[config.mk]
export PLATFORM = sky130hd
export DESIGN_NAME = sdoa_top
export DESIGN_NICKNAME = d
export VERILOG_FILES = /design/src/sdoa_pkg.sv /design/src/sdoa_dec.sv /design/src/sdoa_qbuf.sv /design/src/sdoa_top.sv
export VERILOG_INCLUDE_DIRS = /design/src /design/src/src
export SDC_FILE = /design/constraint.sdc
export NUM_CORES = 2
export LEC_CHECK = 0
export BUFFER_PORTS_ARGS = -buffer_cell sky130_fd_sc_hd__buf_4
export CORE_UTILIZATION = 35
export DETAILED_ROUTE_END_ITERATION = 16
export PLACE_DENSITY = 0.57
export SLEW_MARGIN = 25
export SYNTH_ARGS = -nofsm -noshare
export SYNTH_HDL_FRONTEND = slang
export SYNTH_SLANG_ARGS = --single-unit
[constraint.sdc]
create_clock -name CLK_I -period 5.2 [get_ports CLK_I]
set_clock_uncertainty 0.15 [all_clocks]
set_input_delay 0.52 -clock CLK_I [delete_from_list [all_inputs] [get_ports CLK_I]]
set_output_delay 0.52 -clock CLK_I [all_outputs]
set_load 0.02 [all_outputs]
[src/sdoa_params.svh]
// Constants for the sextet decoder and octet assembler
// What this block does
// RULE1 - Weight-3 sextets decode identically, both modes
// RULE2 - Mode 2 takes weight 2, mode 4 weight 4
// RULE3 - Invalid sextets always report error status
// RULE4 - Each channel deciphered by identical stream cipher
// RULE5 - Merge quintets cyclically, channel 0 to 3
// RULE6 - Valid end needs N3<=N2<=N0, N0-1<=N3
// RULE7 - Count rule violation marks last octet error
// RULE8 - Octets built earliest bit leftmost, order kept
// RULE9 - One data indication per assembled octet
// RULE10 - Every octet carries the packet priority
// RULE11 - First octet carries start-of-frame valid/invalid
// RULE12 - Position: begin first, end last, else more
// RULE13 - Leftover bits counted and discarded
// RULE14 - More than four leftover bits marks error
// RULE15 - Final mode against end delimiter, mismatch errors
// RULE16 - Status is weight 2, 3, 4 or error
// RULE17 - Mode toggles after weight 2 or 4
// RULE18 - Four decoders run parallel, each own decipher
`ifndef SDOA_PARAMS_SVH
`define SDOA_PARAMS_SVH
`define SDOA_NCH 4
`define SDOA_QB_AW 4
`define SDOA_NW 12
`define SDOA_N_ONE 12'h001
`define SDOA_LW 11
`define SDOA_SEED 11'h7ff
`define SDOA_TAP_A 10
`define SDOA_TAP_B 8
`define SDOA_TBL_V 5
`define SDOA_WT2 3'h2
`define SDOA_WT3 3'h3
`define SDOA_WT4 3'h4
`define SDOA_Q_W 4'h5
`define SDOA_OCT_W 4'h8
`define SDOA_EXT_MAX 4'h4
`define SDOA_REG_CTRL 3'h0
`define SDOA_REG_STAT 3'h1
`define SDOA_REG_MASK 3'h2
`define SDOA_REG_INFO 3'h3
`define SDOA_REG_NLO 3'h4
`define SDOA_REG_NHI 3'h5
`define SDOA_CTRL_EN 0
`define SDOA_CTRL_ABORT 1
`define SDOA_EN_RST 1'b1
`define SDOA_ST_W 6
`define SDOA_ST_DONE 0
`define SDOA_ST_CNT 1
`define SDOA_ST_EXT 2
`define SDOA_ST_DELIM 3
`define SDOA_ST_DEC 4
`define SDOA_ST_OVF 5
`endif

[src/sdoa_pkg.sv]
// Types shared by the sextet decoder and octet assembler
package sdoa_pkg;
`include "sdoa_params.svh"
typedef enum logic {SDOA_M2 = 1'b0, SDOA_M4 = 1'b1} sdoa_mode_type;
typedef enum logic [1:0] {
    SDOA_S2 = 2'b00,
    SDOA_S3 = 2'b01,
    SDOA_S4 = 2'b10,
    SDOA_SERR = 2'b11
} sdoa_stat_type;
typedef enum logic [1:0] {
    SDOA_BEGIN = 2'b00,
    SDOA_MORE = 2'b01,
    SDOA_END = 2'b10
} sdoa_pos_type;
typedef enum logic [1:0] {
    SDOA_IDLE = 2'b00,
    SDOA_RUN = 2'b01,
    SDOA_DRAIN = 2'b10,
    SDOA_FLUSH = 2'b11
} sdoa_mst_type;
typedef struct packed {
    logic valid;
    logic first;
    logic last;
    logic esd4;
    logic [5:0] sextet;
} sdoa_chin_type;
typedef struct packed {
    logic valid;
    logic sof_ok;
    logic prio;
} sdoa_start_type;
typedef struct packed {
    logic valid;
    logic first;
    logic last;
    logic esd4;
    sdoa_mode_type mode;
    sdoa_stat_type stat;
    logic [4:0] q;
} sdoa_dq_type;
typedef struct packed {
    logic valid;
    sdoa_pos_type pos;
    logic sof_ok;
    logic prio;
    logic err;
    logic [7:0] data;
} sdoa_oct_type;
endpackage

[src/sdoa_dec.sv]
// Sextet to quintet decoder of one channel, with mode tracking
`timescale 1ns/1ns
`include "sdoa_params.svh"
module sdoa_dec import sdoa_pkg::*; (
    input wire logic clk_i,
    input wire logic nrst_i,
    input wire logic en_i,
    input wire sdoa_chin_type ch_i,
    output sdoa_dq_type dq_o
);
    typedef struct packed {
        sdoa_mode_type mode;
        sdoa_dq_type dq;
    } sdoa_dst_type;
    // Entry is {valid, quintet}; weight comes from the sextet itself
    localparam logic [0:63][5:0] TBL = {
        6'h00, 6'h00, 6'h00, 6'h00, 6'h00, 6'h30, 6'h2b, 6'h28,
        6'h00, 6'h32, 6'h24, 6'h27, 6'h20, 6'h23, 6'h26, 6'h00,
        6'h00, 6'h00, 6'h3e, 6'h3d, 6'h3a, 6'h25, 6'h33, 6'h2c,
        6'h35, 6'h36, 6'h2d, 6'h2e, 6'h3c, 6'h00, 6'h37, 6'h00,
        6'h00, 6'h37, 6'h22, 6'h29, 6'h2e, 6'h31, 6'h2a, 6'h35,
        6'h2c, 6'h2f, 6'h39, 6'h3a, 6'h21, 6'h3e, 6'h22, 6'h00,
        6'h00, 6'h38, 6'h3f, 6'h20, 6'h3b, 6'h24, 6'h32, 6'h00,
        6'h34, 6'h2b, 6'h30, 6'h00, 6'h00, 6'h00, 6'h00, 6'h00};
    sdoa_dst_type st_r, st_nxt;
    function automatic logic [2:0] weight(input logic [5:0] s);
        logic [2:0] w;
        w = 3'h0;
        for (int k = 0; k < 6; k++) begin
            w = w + {2'h0, s[k]};
        end
        return w;
    endfunction
    always_comb begin
        sdoa_mode_type m;
        logic [2:0] w;
        m = st_r.mode;
        w = weight(ch_i.sextet);
        st_nxt = st_r;
        st_nxt.dq.valid = 1'b0;
        if (ch_i.valid && en_i) begin
            // A fresh channel stream opens in mode 2
            m = ch_i.first ? SDOA_M2 : st_r.mode; // RULE17
            st_nxt.dq.valid = 1'b1;
            st_nxt.dq.first = ch_i.first;
            st_nxt.dq.last = ch_i.last;
            st_nxt.dq.esd4 = ch_i.esd4;
            st_nxt.dq.q = TBL[ch_i.sextet][4:0]; // RULE1
            if (!TBL[ch_i.sextet][`SDOA_TBL_V]) begin
                st_nxt.dq.stat = SDOA_SERR; // RULE3 RULE16
            end else if (w == `SDOA_WT3) begin
                st_nxt.dq.stat = SDOA_S3; // RULE1 RULE16
            end else if (w == `SDOA_WT2 && m == SDOA_M2) begin
                st_nxt.dq.stat = SDOA_S2; // RULE2
                m = SDOA_M4; // RULE17
            end else if (w == `SDOA_WT4 && m == SDOA_M4) begin
                st_nxt.dq.stat = SDOA_S4; // RULE2
                m = SDOA_M2; // RULE17
            end else begin
                st_nxt.dq.stat = SDOA_SERR; // RULE2 RULE16
            end
            st_nxt.mode = m;
            st_nxt.dq.mode = m;
        end
    end
    always_ff @(posedge clk_i or negedge nrst_i) begin
        if (!nrst_i) begin
            st_r <= '0;
        end else begin
            st_r <= st_nxt;
        end
    end
    assign dq_o = st_r.dq;
endmodule

[src/sdoa_qbuf.sv]
// Quintet buffer of one channel with registered read data
`timescale 1ns/1ns
`include "sdoa_params.svh"
module sdoa_qbuf import sdoa_pkg::*; (
    input wire logic clk_i,
    input wire logic nrst_i,
    input wire logic we_i,
    input wire logic [`SDOA_QB_AW-1:0] waddr_i,
    input wire logic [4:0] wdata_i,
    input wire logic [`SDOA_QB_AW-1:0] raddr_i,
    output logic [4:0] rdata_o
);
    typedef struct packed {
        logic [(1<<`SDOA_QB_AW)-1:0][4:0] mem;
        logic [4:0] rdata;
    } sdoa_qst_type;
    sdoa_qst_type st_r, st_nxt;
    always_comb begin
        st_nxt = st_r;
        if (we_i) begin
            st_nxt.mem[waddr_i] = wdata_i;
        end
        st_nxt.rdata = st_r.mem[raddr_i];
    end
    always_ff @(posedge clk_i or negedge nrst_i) begin
        if (!nrst_i) begin
            st_r <= '0;
        end else begin
            st_r <= st_nxt;
        end
    end
    assign rdata_o = st_r.rdata;
endmodule

[src/sdoa_top.sv]
// Receive path: four decoders, decipher, merge and octet packing
//
// Chosen here: the register offsets and register access over Avalon-MM.
`timescale 1ns/1ns
`include "sdoa_params.svh"
module sdoa_top import sdoa_pkg::*; (
    input wire logic CLK_I,
    input wire logic NRST_I,
    input wire logic [2:0] AVS_ADDRESS_I,
    input wire logic AVS_READ_I,
    input wire logic AVS_WRITE_I,
    input wire logic [31:0] AVS_WRITEDATA_I,
    input wire logic [3:0] AVS_BYTEENABLE_I,
    output logic [31:0] AVS_READDATA_O,
    output logic AVS_WAITREQUEST_O,
    input wire sdoa_start_type RX_START_I,
    input wire sdoa_chin_type [3:0] RX_CH_I,
    output sdoa_oct_type RX_OCT_O,
    output logic IRQ_O
);
    typedef struct packed {
        logic [12:0] acc;
        logic [3:0] cnt;
        logic ov;
        logic [7:0] oct;
    } sdoa_pk_type;
    typedef struct packed {
        sdoa_mst_type mst;
        logic [1:0] rr;
        logic rd_v;
        logic [1:0] rd_ch;
        logic [3:0][`SDOA_QB_AW:0] wp;
        logic [3:0][`SDOA_QB_AW:0] rp;
        logic [3:0][`SDOA_NW-1:0] n;
        logic [3:0][`SDOA_LW-1:0] lfsr;
        logic [3:0] done;
        logic [12:0] acc;
        logic [3:0] cnt;
        logic pend_v;
        logic [7:0] pend;
        logic sent;
        logic sof_ok;
        logic prio;
        logic dec_err;
        logic delim_err;
        logic ovf;
        sdoa_oct_type oct;
        logic en;
        logic [`SDOA_ST_W-1:0] stat;
        logic [`SDOA_ST_W-1:0] mask;
        logic [3:0] ext;
        logic [15:0] octs;
        logic wait_rq;
        logic [31:0] rdata;
        logic irq;
    } sdoa_tst_type;

    sdoa_tst_type st_r, st_nxt;
    sdoa_dq_type [3:0] dq;
    logic [3:0] we;
    logic [3:0][`SDOA_QB_AW-1:0] waddr;
    logic [3:0][`SDOA_QB_AW-1:0] raddr;
    logic [3:0][4:0] wdata;
    logic [3:0][4:0] rdata;

    // Additive keystream, restarted at each channel's first quintet
    function automatic logic [`SDOA_LW+4:0] decipher(
        input logic [`SDOA_LW-1:0] l0,
        input logic [4:0] q
    );
        logic [`SDOA_LW-1:0] l;
        logic [4:0] o;
        l = l0;
        o = q;
        for (int k = 4; k >= 0; k--) begin
            o[k] = o[k] ^ l[`SDOA_LW-1];
            l = {l[`SDOA_LW-2:0], l[`SDOA_TAP_A] ^ l[`SDOA_TAP_B]};
        end
        return {l, o};
    endfunction

    // Appends a quintet below the held bits; oldest bit is the MSB
    function automatic sdoa_pk_type pack(
        input logic [12:0] acc,
        input logic [3:0] cnt,
        input logic [4:0] q
    );
        sdoa_pk_type r;
        logic [12:0] v;
        logic [3:0] c;
        v = {acc[7:0], q};
        c = cnt + `SDOA_Q_W;
        r.ov = (c >= `SDOA_OCT_W);
        r.oct = 8'h00;
        if (r.ov) begin
            r.oct = 8'(v >> (c - `SDOA_OCT_W));
            c = c - `SDOA_OCT_W;
        end
        r.acc = v & ((13'h0001 << c) - 13'h0001);
        r.cnt = c;
        return r;
    endfunction

    function automatic logic is_empty(
        input logic [`SDOA_QB_AW:0] wp,
        input logic [`SDOA_QB_AW:0] rp
    );
        return wp == rp;
    endfunction

    function automatic logic is_full(
        input logic [`SDOA_QB_AW:0] wp,
        input logic [`SDOA_QB_AW:0] rp
    );
        return (wp[`SDOA_QB_AW] != rp[`SDOA_QB_AW]) &&
            (wp[`SDOA_QB_AW-1:0] == rp[`SDOA_QB_AW-1:0]);
    endfunction

    function automatic sdoa_oct_type mk_oct(
        input logic [7:0] d,
        input sdoa_pos_type pos,
        input logic err,
        input logic sof_ok,
        input logic prio
    );
        sdoa_oct_type o;
        o.valid = 1'b1;
        o.pos = pos;
        o.err = err;
        o.sof_ok = sof_ok;
        o.prio = prio;
        o.data = d;
        return o;
    endfunction

    genvar g;
    generate
        for (g = 0; g < `SDOA_NCH; g++) begin : g_ch
            sdoa_dec u_dec (
                .clk_i(CLK_I),
                .nrst_i(NRST_I),
                .en_i(st_r.en),
                .ch_i(RX_CH_I[g]),
                .dq_o(dq[g])
            );
            sdoa_qbuf u_buf (
                .clk_i(CLK_I),
                .nrst_i(NRST_I),
                .we_i(we[g]),
                .waddr_i(waddr[g]),
                .wdata_i(wdata[g]),
                .raddr_i(raddr[g]),
                .rdata_o(rdata[g])
            );
        end
    endgenerate

    always_comb begin
        logic [4:0] wq;
        logic [1:0] c;
        sdoa_pk_type pk;
        logic abort;
        logic bad_n;
        logic bad_x;
        logic bad;
        wq = 5'h00;
        c = st_r.rr;
        pk = '0;
        abort = 1'b0;
        bad_n = 1'b0;
        bad_x = 1'b0;
        bad = 1'b0;
        st_nxt = st_r;
        st_nxt.oct.valid = 1'b0;
        st_nxt.rd_v = 1'b0;
        we = '0;
        waddr = '0;
        wdata = '0;
        raddr = '0;

        // Bus: one wait cycle, then one acknowledge cycle
        if (!st_r.wait_rq) begin
            st_nxt.wait_rq = 1'b1;
            if (AVS_WRITE_I && AVS_BYTEENABLE_I[0]) begin
                case (AVS_ADDRESS_I)
                    `SDOA_REG_CTRL: begin
                        st_nxt.en = AVS_WRITEDATA_I[`SDOA_CTRL_EN];
                        abort = AVS_WRITEDATA_I[`SDOA_CTRL_ABORT];
                    end
                    `SDOA_REG_STAT: begin
                        st_nxt.stat = st_r.stat &
                            ~AVS_WRITEDATA_I[`SDOA_ST_W-1:0];
                    end
                    `SDOA_REG_MASK: begin
                        st_nxt.mask = AVS_WRITEDATA_I[`SDOA_ST_W-1:0];
                    end
                    default: begin
                    end
                endcase
            end
        end else if (AVS_READ_I || AVS_WRITE_I) begin
            st_nxt.wait_rq = 1'b0;
            case (AVS_ADDRESS_I)
                `SDOA_REG_CTRL: st_nxt.rdata = 32'(st_r.en);
                `SDOA_REG_STAT: st_nxt.rdata = 32'(st_r.stat);
                `SDOA_REG_MASK: st_nxt.rdata = 32'(st_r.mask);
                `SDOA_REG_INFO: begin
                    st_nxt.rdata = {st_r.octs, 12'h000, st_r.ext};
                end
                `SDOA_REG_NLO: begin
                    st_nxt.rdata = {4'h0, st_r.n[1], 4'h0, st_r.n[0]};
                end
                `SDOA_REG_NHI: begin
                    st_nxt.rdata = {4'h0, st_r.n[3], 4'h0, st_r.n[2]};
                end
                default: st_nxt.rdata = 32'h00000000;
            endcase
        end

        // A new packet is only taken while idle
        if (RX_START_I.valid && st_r.en && st_r.mst == SDOA_IDLE) begin
            st_nxt.mst = SDOA_RUN;
            st_nxt.rr = 2'h0;
            st_nxt.wp = '0;
            st_nxt.rp = '0;
            st_nxt.n = '0;
            st_nxt.done = '0;
            st_nxt.acc = '0;
            st_nxt.cnt = 4'h0;
            st_nxt.pend_v = 1'b0;
            st_nxt.sent = 1'b0;
            st_nxt.dec_err = 1'b0;
            st_nxt.delim_err = 1'b0;
            st_nxt.ovf = 1'b0;
            st_nxt.octs = 16'h0000;
            st_nxt.sof_ok = RX_START_I.sof_ok; // RULE11
            st_nxt.prio = RX_START_I.prio; // RULE10
        end

        // Per-channel decipher into the channel's own buffer
        for (int i = 0; i < `SDOA_NCH; i++) begin
            if (dq[i].valid && st_r.mst == SDOA_RUN && !st_r.done[i]) begin
                {st_nxt.lfsr[i], wq} = decipher(
                    dq[i].first ? `SDOA_SEED : st_r.lfsr[i],
                    dq[i].q); // RULE4 RULE18
                // Skew beyond the buffer depth is lost and reported
                if (is_full(st_r.wp[i], st_r.rp[i])) begin
                    st_nxt.ovf = 1'b1;
                end else begin
                    we[i] = 1'b1;
                    waddr[i] = st_r.wp[i][`SDOA_QB_AW-1:0];
                    wdata[i] = wq;
                    st_nxt.wp[i] = st_r.wp[i] + 1'b1;
                    st_nxt.n[i] = st_r.n[i] + `SDOA_N_ONE;
                end
                if (dq[i].stat == SDOA_SERR) begin
                    st_nxt.dec_err = 1'b1;
                end
                if (dq[i].last) begin
                    st_nxt.done[i] = 1'b1;
                    if ((dq[i].mode == SDOA_M2) == dq[i].esd4) begin
                        st_nxt.delim_err = 1'b1; // RULE15
                    end
                end
            end
        end

        // Read data arrive one cycle after the address
        if (st_r.rd_v) begin
            pk = pack(st_r.acc, st_r.cnt, rdata[st_r.rd_ch]); // RULE8
            st_nxt.acc = pk.acc;
            st_nxt.cnt = pk.cnt;
            if (pk.ov) begin
                // One octet is held back so the last can be tagged end
                if (st_r.pend_v) begin
                    st_nxt.oct = mk_oct(st_r.pend,
                        st_r.sent ? SDOA_MORE : SDOA_BEGIN, 1'b0,
                        st_r.sof_ok, st_r.prio); // RULE9 RULE12
                    st_nxt.sent = 1'b1;
                    st_nxt.octs = st_r.octs + 16'h0001;
                end
                st_nxt.pend = pk.oct;
                st_nxt.pend_v = 1'b1;
            end
        end

        unique case (st_r.mst)
            SDOA_IDLE: begin
            end
            SDOA_RUN: begin
                if (!is_empty(st_r.wp[c], st_r.rp[c])) begin
                    raddr[c] = st_r.rp[c][`SDOA_QB_AW-1:0]; // RULE5
                    st_nxt.rp[c] = st_r.rp[c] + 1'b1;
                    st_nxt.rd_v = 1'b1;
                    st_nxt.rd_ch = c;
                    st_nxt.rr = 2'(c + 2'h1); // RULE5
                end else if (st_r.done[c] && (&st_r.done)) begin
                    st_nxt.mst = SDOA_DRAIN;
                end
            end
            SDOA_DRAIN: begin
                st_nxt.mst = SDOA_FLUSH;
            end
            SDOA_FLUSH: begin
                bad_n = !((st_r.n[3] <= st_r.n[2]) &&
                    (st_r.n[2] <= st_r.n[0]) &&
                    ((st_r.n[0] - st_r.n[3]) <= `SDOA_N_ONE)); // RULE6
                bad_x = st_r.cnt > `SDOA_EXT_MAX; // RULE14
                bad = bad_n || bad_x || st_r.delim_err ||
                    st_r.dec_err || st_r.ovf;
                if (st_r.pend_v) begin
                    st_nxt.oct = mk_oct(st_r.pend, SDOA_END, bad,
                        st_r.sof_ok, st_r.prio); // RULE7 RULE12
                    st_nxt.octs = st_r.octs + 16'h0001;
                end
                st_nxt.pend_v = 1'b0;
                st_nxt.ext = st_r.cnt; // RULE13
                st_nxt.acc = '0; // RULE13
                st_nxt.cnt = 4'h0;
                st_nxt.stat[`SDOA_ST_DONE] = 1'b1;
                st_nxt.stat[`SDOA_ST_CNT] =
                    st_nxt.stat[`SDOA_ST_CNT] | bad_n; // RULE7
                st_nxt.stat[`SDOA_ST_EXT] =
                    st_nxt.stat[`SDOA_ST_EXT] | bad_x;
                st_nxt.stat[`SDOA_ST_DELIM] =
                    st_nxt.stat[`SDOA_ST_DELIM] | st_r.delim_err;
                st_nxt.stat[`SDOA_ST_DEC] =
                    st_nxt.stat[`SDOA_ST_DEC] | st_r.dec_err;
                st_nxt.stat[`SDOA_ST_OVF] =
                    st_nxt.stat[`SDOA_ST_OVF] | st_r.ovf;
                st_nxt.mst = SDOA_IDLE;
            end
        endcase

        // Abort drops the packet; an end octet built in the same flush cycle still goes out
        if (abort) begin
            st_nxt.mst = SDOA_IDLE;
            st_nxt.pend_v = 1'b0;
        end
        st_nxt.irq = |(st_nxt.stat & st_nxt.mask);
    end

    always_ff @(posedge CLK_I or negedge NRST_I) begin
        if (!NRST_I) begin
            st_r <= '0;
            st_r.wait_rq <= 1'b1;
            st_r.en <= `SDOA_EN_RST;
        end else begin
            st_r <= st_nxt;
        end
    end

    assign AVS_READDATA_O = st_r.rdata;
    assign AVS_WAITREQUEST_O = st_r.wait_rq;
    assign RX_OCT_O = st_r.oct;
    assign IRQ_O = st_r.irq;
endmodule

* After elaboration in Yosys (flattened, before gate mapping)
Memories as Yosys holds them, arrays and structs flattened.
Index checks and enable logic that the tools add are counted.
** Cells by class
- $add $sub $neg :: 35
- Magnitude comparators :: 24
- Equal/unequal tests :: 37
- Shift-type cells :: 2
- Multiplexer cells :: 197
- Bitwise gates (word level) :: 64
- Reductions and logical operators :: 54
** Operators by type and width (number)
- $bwmux W80 :: 4
- $pmux W32 S6 :: 1
- $mux W12 :: 14
- $mux W5 :: 30
- $mux W16 :: 8
- $mux W88 :: 1
- $bmux W5 S4 :: 4
- $demux W5 S4 :: 4
- $mux W6 :: 12
- $mux W14 :: 5
- $mux W1 :: 64
- $add A12 B1 Y12 const B :: 4
- $add A3 B1 Y3 :: 16
- $mux W4 :: 12
- $mux W11 :: 4
- $mux W22 :: 2
- $lt A4 B5 Y1 const B :: 8
- $mux W20 :: 2
- $xor A1 B1 Y1 :: 40
- $logic_and A1 B1 Y1 :: 35
- $mux W33 :: 1
- $bmux W5 S2 :: 3
- $eq A3 B2 Y1 const B :: 10
- $mux W2 :: 15
- 50 further kinds :: 114
** Word-level totals
- Register bits :: 639
- ROM bits :: 1536
- Output and inout bits :: 48
- Word-level logic and storage cells :: 558
- Memories :: 4
** Memories
- (name not given) :: depth 64, width 6, rd ports 1, clocked after memory_dff 0, wr ports 0, line sdoa_dec.sv:48 : st_nxt.dq.q = TBL[ch_i.sextet][4:0];
- (name not given) :: depth 64, width 6, rd ports 1, clocked after memory_dff 0, wr ports 0, line sdoa_dec.sv:48
- (name not given) :: depth 64, width 6, rd ports 1, clocked after memory_dff 0, wr ports 0, line sdoa_dec.sv:48
- (name not given) :: depth 64, width 6, rd ports 1, clocked after memory_dff 0, wr ports 0, line sdoa_dec.sv:48

* Depth between registers and ports, before layout
- Depth in word-level cells :: 15
- Depth in mapped cells :: 15
- Gate-level depth less buffers :: 11

* By module
A second synthesis with hierarchy kept.
** Second synthesis, totals
- Cell total of the unflattened synthesis :: 3201
- Area total of the unflattened synthesis :: 34725.8 um^2
** By module, submodules not included
- sdoa_qbuf :: times used 4, cells an instance 251, area an instance 3837.4 um^2, seq. area each 2127.0 um^2
- sdoa_top :: times used 1, cells an instance 1565, area an instance 14435.1 um^2, seq. area each 6183.4 um^2
- sdoa_dec (g_ch[1].u_dec ...) :: times used 3, cells an instance 161, area an instance 1246.2 um^2, seq. area each 300.3 um^2
- sdoa_dec (g_ch[0].u_dec) :: times used 1, cells an instance 149, area an instance 1202.4 um^2, seq. area each 300.3 um^2

* Worst setup path after synthesis
OpenSTA, ideal clock, no wires.
- Path kind :: register to register
- Start point :: register st_r[252] in the netlist's numbering
- End point :: register g_ch[1].u_buf.st_r (netlist bit g_ch[1].u_buf.rdata_o[1])
- Arrival :: 2965 ps
- Data required time :: 4911 ps
- Path slack :: 1947 ps
- Cell stages (with the launch flop) :: 12
- Path buffers :: 3
- Clock period less this slack :: 3253 ps
- Path through :: dfrtp_1 -> buf_6 -> mux4_2 -> xnor2_1 -> and3_1 -> buf_6 -> a21o_4 -> nor2_4 -> buf_6 -> mux2i_1 -> o22ai_1 -> or4_1
** RTL lines
- from (decl) :: line sdoa_top.sv:58 : sdoa_tst_type st_r, st_nxt;
- from (signal assigned) :: line sdoa_top.sv:349 : st_r <= st_nxt;
- to (signal assigned) :: line sdoa_qbuf.sv:29 : st_r <= st_nxt;
- to (decl) :: line sdoa_qbuf.sv:17 : sdoa_qst_type st_r, st_nxt;

* Worst setup path after layout
- Start point :: register st_r[254] in the netlist's numbering
- End point :: register g_ch[3].u_buf.st_r[44] in the netlist's numbering
** On the way
- Cells in the longest elaborated chain, start to end :: 9
- Elaborated cells between the ends (all ways) :: 12
** Ends and longest elaborated chain
- $eq A2 B1 Y1 (*) :: line sdoa_top.sv:242 : if (dq[i].valid && st_r.mst == SDOA_RUN && !st_r.done[i]) begin
- $logic_and A1 B1 Y1 (*) (2 in a row) :: line sdoa_top.sv:242
- $mux W4 :: line sdoa_top.sv:242
- $lt A4 B5 Y1 (not written as such) or $ge A4 B1 Y1 (tied branches) :: line sdoa_qbuf.sv:21 : st_nxt.mem[waddr_i] = wdata_i;
- $logic_and A1 B1 Y1 (not written as such) :: line sdoa_qbuf.sv:21
- $mux W5 (not written as such) :: line sdoa_qbuf.sv:21
- $demux W5 S4
- $bwmux W80 :: line sdoa_qbuf.sv:21
- to (signal assigned) :: line sdoa_qbuf.sv:29
- to (decl) :: line sdoa_qbuf.sv:17
Mark *: on every way between the ends. The rest lies on a longest branch, timed or not.
A chain may end at the register's enable or synchronous reset.

==> results.sh <==
export IMPL_layout_commonest_cell="nand2_1"
export IMPL_dp_hpwl_um=64930
export IMPL_first_global_vias=25280
export IMPL_required_ns=5.54
export IMPL_ys_warn_count=0
export IMPL_synth_seq_cells=635
export IMPL_cts_root_buffer="clkbuf_16"
export IMPL_syn_inst=3593
export IMPL_drive_above_1_share_pct=12.01
export IMPL_cts_buffer_depth=3
export IMPL_postCtsSetupBuffers=0
export IMPL_n_antenna_cell=0
export IMPL_synth_edff_count=0
export IMPL_period_share_pct=81.03
export IMPL_num_io_pins=134
export IMPL_setup_worst_path_end_class="flop"
export IMPL_synthTopCellsByArea="dfrtp_1 (47%), nand2_1 (7.8%), o21ai_0 (6.6%)"
export IMPL_grt_start_max_net_pins=119
export IMPL_final_net_count=3765
export IMPL_cts_sinks=635
export IMPL_hp_class="in2reg"
export IMPL_slew_violations=0
export IMPL_die_h_um=312.6
export IMPL_wl_per_cell_um=18.72
export IMPL_drtIter0Drc=2042
export IMPL_p_per_area_mw_per_mm2=571.0
export IMPL_cp_start_kind="flop"
export IMPL_antenna_found_initial=1
export IMPL_synth_ff_type="dfrtp_1"
export IMPL_final_cells=4911
export IMPL_fin_hold_ws_ns=0.04582
export IMPL_slew_headroom_pct=30.28
export IMPL_postSynthAreaPerCell_um2=9.399
export IMPL_tns_ns=0
export IMPL_multi_input_area_mm2=0.01658
export IMPL_cp_max_fo=17
export IMPL_arrival_ns=4.55
export IMPL_fin_crit_ns=4.213
export IMPL_antenna_left=0
export IMPL_place_congestion=0.8709
export IMPL_ys_seq_area_share_pct=47.06
export IMPL_yosysTopAreaCell="dfrtp_1"
export IMPL_grt_overflow=0
export IMPL_synth_cell_type_count=80
export IMPL_drc_errors=0
export IMPL_post_place_ws_ns=1.126
export IMPL_viasPerCell=5.329
export IMPL_grt_usage_pct=18.82
export IMPL_cts_max_level=3
export IMPL_outcome="finished clean"
export IMPL_area_growth_pct=12.42
export IMPL_worst_slack_ns=0.9866
export IMPL_final_cell_mix="nand2_1 (699), dfrtp_1 (633), o21ai_0 (448), nor2_1 (158), mux2i_1 (154)"
export IMPL_hold_viol_final=0
export IMPL_synth_top_area_share_pct=46.90
export IMPL_drtPass1Iterations=6
export IMPL_start_util_pct=35.44
export IMPL_die_area_mm2=0.09773
export IMPL_grt_pass1_wl_um=147400
export IMPL_num_vias=26170
export IMPL_syn_area_mm2=0.03377
export IMPL_cts_buffers=72
export IMPL_rsz0062_at_grt="no"
export IMPL_die_width_um=312.6
export IMPL_power_leakage_uw=0.01676
export IMPL_maxCapViolCount=0
export IMPL_clk_pin_slew_ns=0.06
export IMPL_post_cts_resize_count=0
export IMPL_drt_wl_total_um=91950
export IMPL_setup_violations=0
export IMPL_design_core_area_mm2=0.09529
export IMPL_synthArstFlopShare_pct=100.0
export IMPL_critPathKind="reg2reg"
export IMPL_seq_area_mm2=0.01589
export IMPL_cts_tree="done"
export IMPL_port_buffers=100
export IMPL_ir_drop_v=0.0005209
export IMPL_nFillCells=9494
export IMPL_timing_fmax_mhz=237.3
export IMPL_std_cell_rows=113
export IMPL_clk_latency_ns=0.61
export IMPL_dp_cells=4772
export IMPL_worst_pin_slew_ns=1.038
-- synth_stat cells (13+ instances only) --
cell and count:
nand2_1 699, dfrtp_1 633, o21ai_0 448, nor2_1 158, mux2i_1 154, clkbuf_1 147
a21oi_1 127, mux2_2 126, nand3_1 118, inv_1 79, ha_1 71, xnor2_1 68
nor3_1 65, buf_4 51, xor2_1 48, o31ai_1 47, nor2b_1 39, nand4_1 37
o22ai_1 34, a22o_1 29, and3_1 28, o211ai_1 24, a211oi_1 21, a31oi_1 21
buf_1 21, mux4_2 21, nor3b_1 16, a22oi_1 15, a311oi_1 15, and2_1 15
fa_1 13, o21a_1 13, or3_1 13
-- flip-flops by register name, summed over array words and instances, names as in the netlist --
name,cells
g_ch.u_buf.st_r,320
st_r,203
g_ch.u_dec.dq_o,46
AVS_READDATA_O,28
g_ch.u_buf.rdata_o,20
RX_OCT_O,14
g_ch.u_dec.st_r,2
AVS_WAITREQUEST_O,1
IRQ_O,1
-- layer usage --
| layer | GRT usage (%) | share of wire [%] | vias to the layer above | wire length, µm |
|---|---|---|---|---|
| met3 | 2.170 | 4.3 | 122 | 3985 |
| li1 | - | - | 12630 | - |
| met2 | 29.58 | 46 | 592 | 41840 |
| met5 | 0 | 0 | - | 0 |
| met4 | 5.432 | 2.3 | 0 | 2116 |
| met1 | 27.29 | 48 | 12820 | 44000 |
-- per-stage QoR --
stage	instance area (µm²)	util, %	total power, µW
after floorplan	33780	-	13790
after global placement	35440	37.19	16540
after detailed placement	35510	37.27	16740
after CTS	37930	39.80	21770
after global routing	37970	39.84	23140
final	37970	39.84	21680
-- worst paths after layout --
| check | slack, ns | cells after the start | endpoint | startpoint |
|---|---|---|---|---|
| worst max-delay path | 0.99 | 6 | g_ch[3].u_buf.st_r[44] | st_r[254] |
| worst min-delay path | 0.05 | 2 | st_r[58] | AVS_WRITEDATA_I[4] |
| worst max register to register | 0.99 | 6 | g_ch[3].u_buf.st_r[44] | st_r[254] |
| max in group asynchronous | 3.27 | 3 | g_ch[3].u_buf.st_r[79] | NRST_I |
| min in group asynchronous | 0.41 | 2 | st_r[168] | NRST_I |
| worst min register to register | 0.31 | 2 | RX_OCT_O[7] | st_r[94] |
-- cell type report --
| type | instances | share of cell area [%] |
|---|---|---|
| Inverter | 92 | 0.9096 |
| Multi-Input combinational cell | 2635 | 43.67 |
| Timing Repair Buffer | 159 | 3.388 |
| Clock inverter | 18 | 0.4581 |
| Tap cell | 1265 | 4.169 |
| Clock buffer | 107 | 5.543 |
| Sequential cell | 635 | 41.86 |
-- power breakdown --
group          leakage, µW  switching (µW)  internal (µW)
Clock              0.00112            2090           2860
Sequential         0.00846            1540           6390
Combinational      0.00718            5650           3150
Total               0.0168            9280          12400
-- repair_timing --
item	in CTS	in global routing
endpoints found under the setup margin	0	0
hold buffers	14	0
endpoints found under the hold margin	105	0
-- cells by family (layout without fill, tap and decap cells) --
family                     count (synthesis)  in the layout  synth area share, %
AOI/OAI and AO/OA                        883            883                15.69
xor gates and xnor gates                 116            116                3.008
adders and majority gates                 89             89                3.549
buffers and inverters                    326            376                4.301
DFF                                      635            635                47.06
muxes                                    302            302                10.21
other                                      1              4              0.01110
and+or+nand+nor                         1241           1241                16.17
-- worst max-delay path, stage by stage (launching register included) --
cell and delay, ns:
dfrtp_1 0.46, nor2b_1 0.66, nand3b_1 0.72, nor2_1 0.98
and3_1 0.42, and2_1 0.33, mux2_2 0.37
Power figures use the tool's default switching activity.
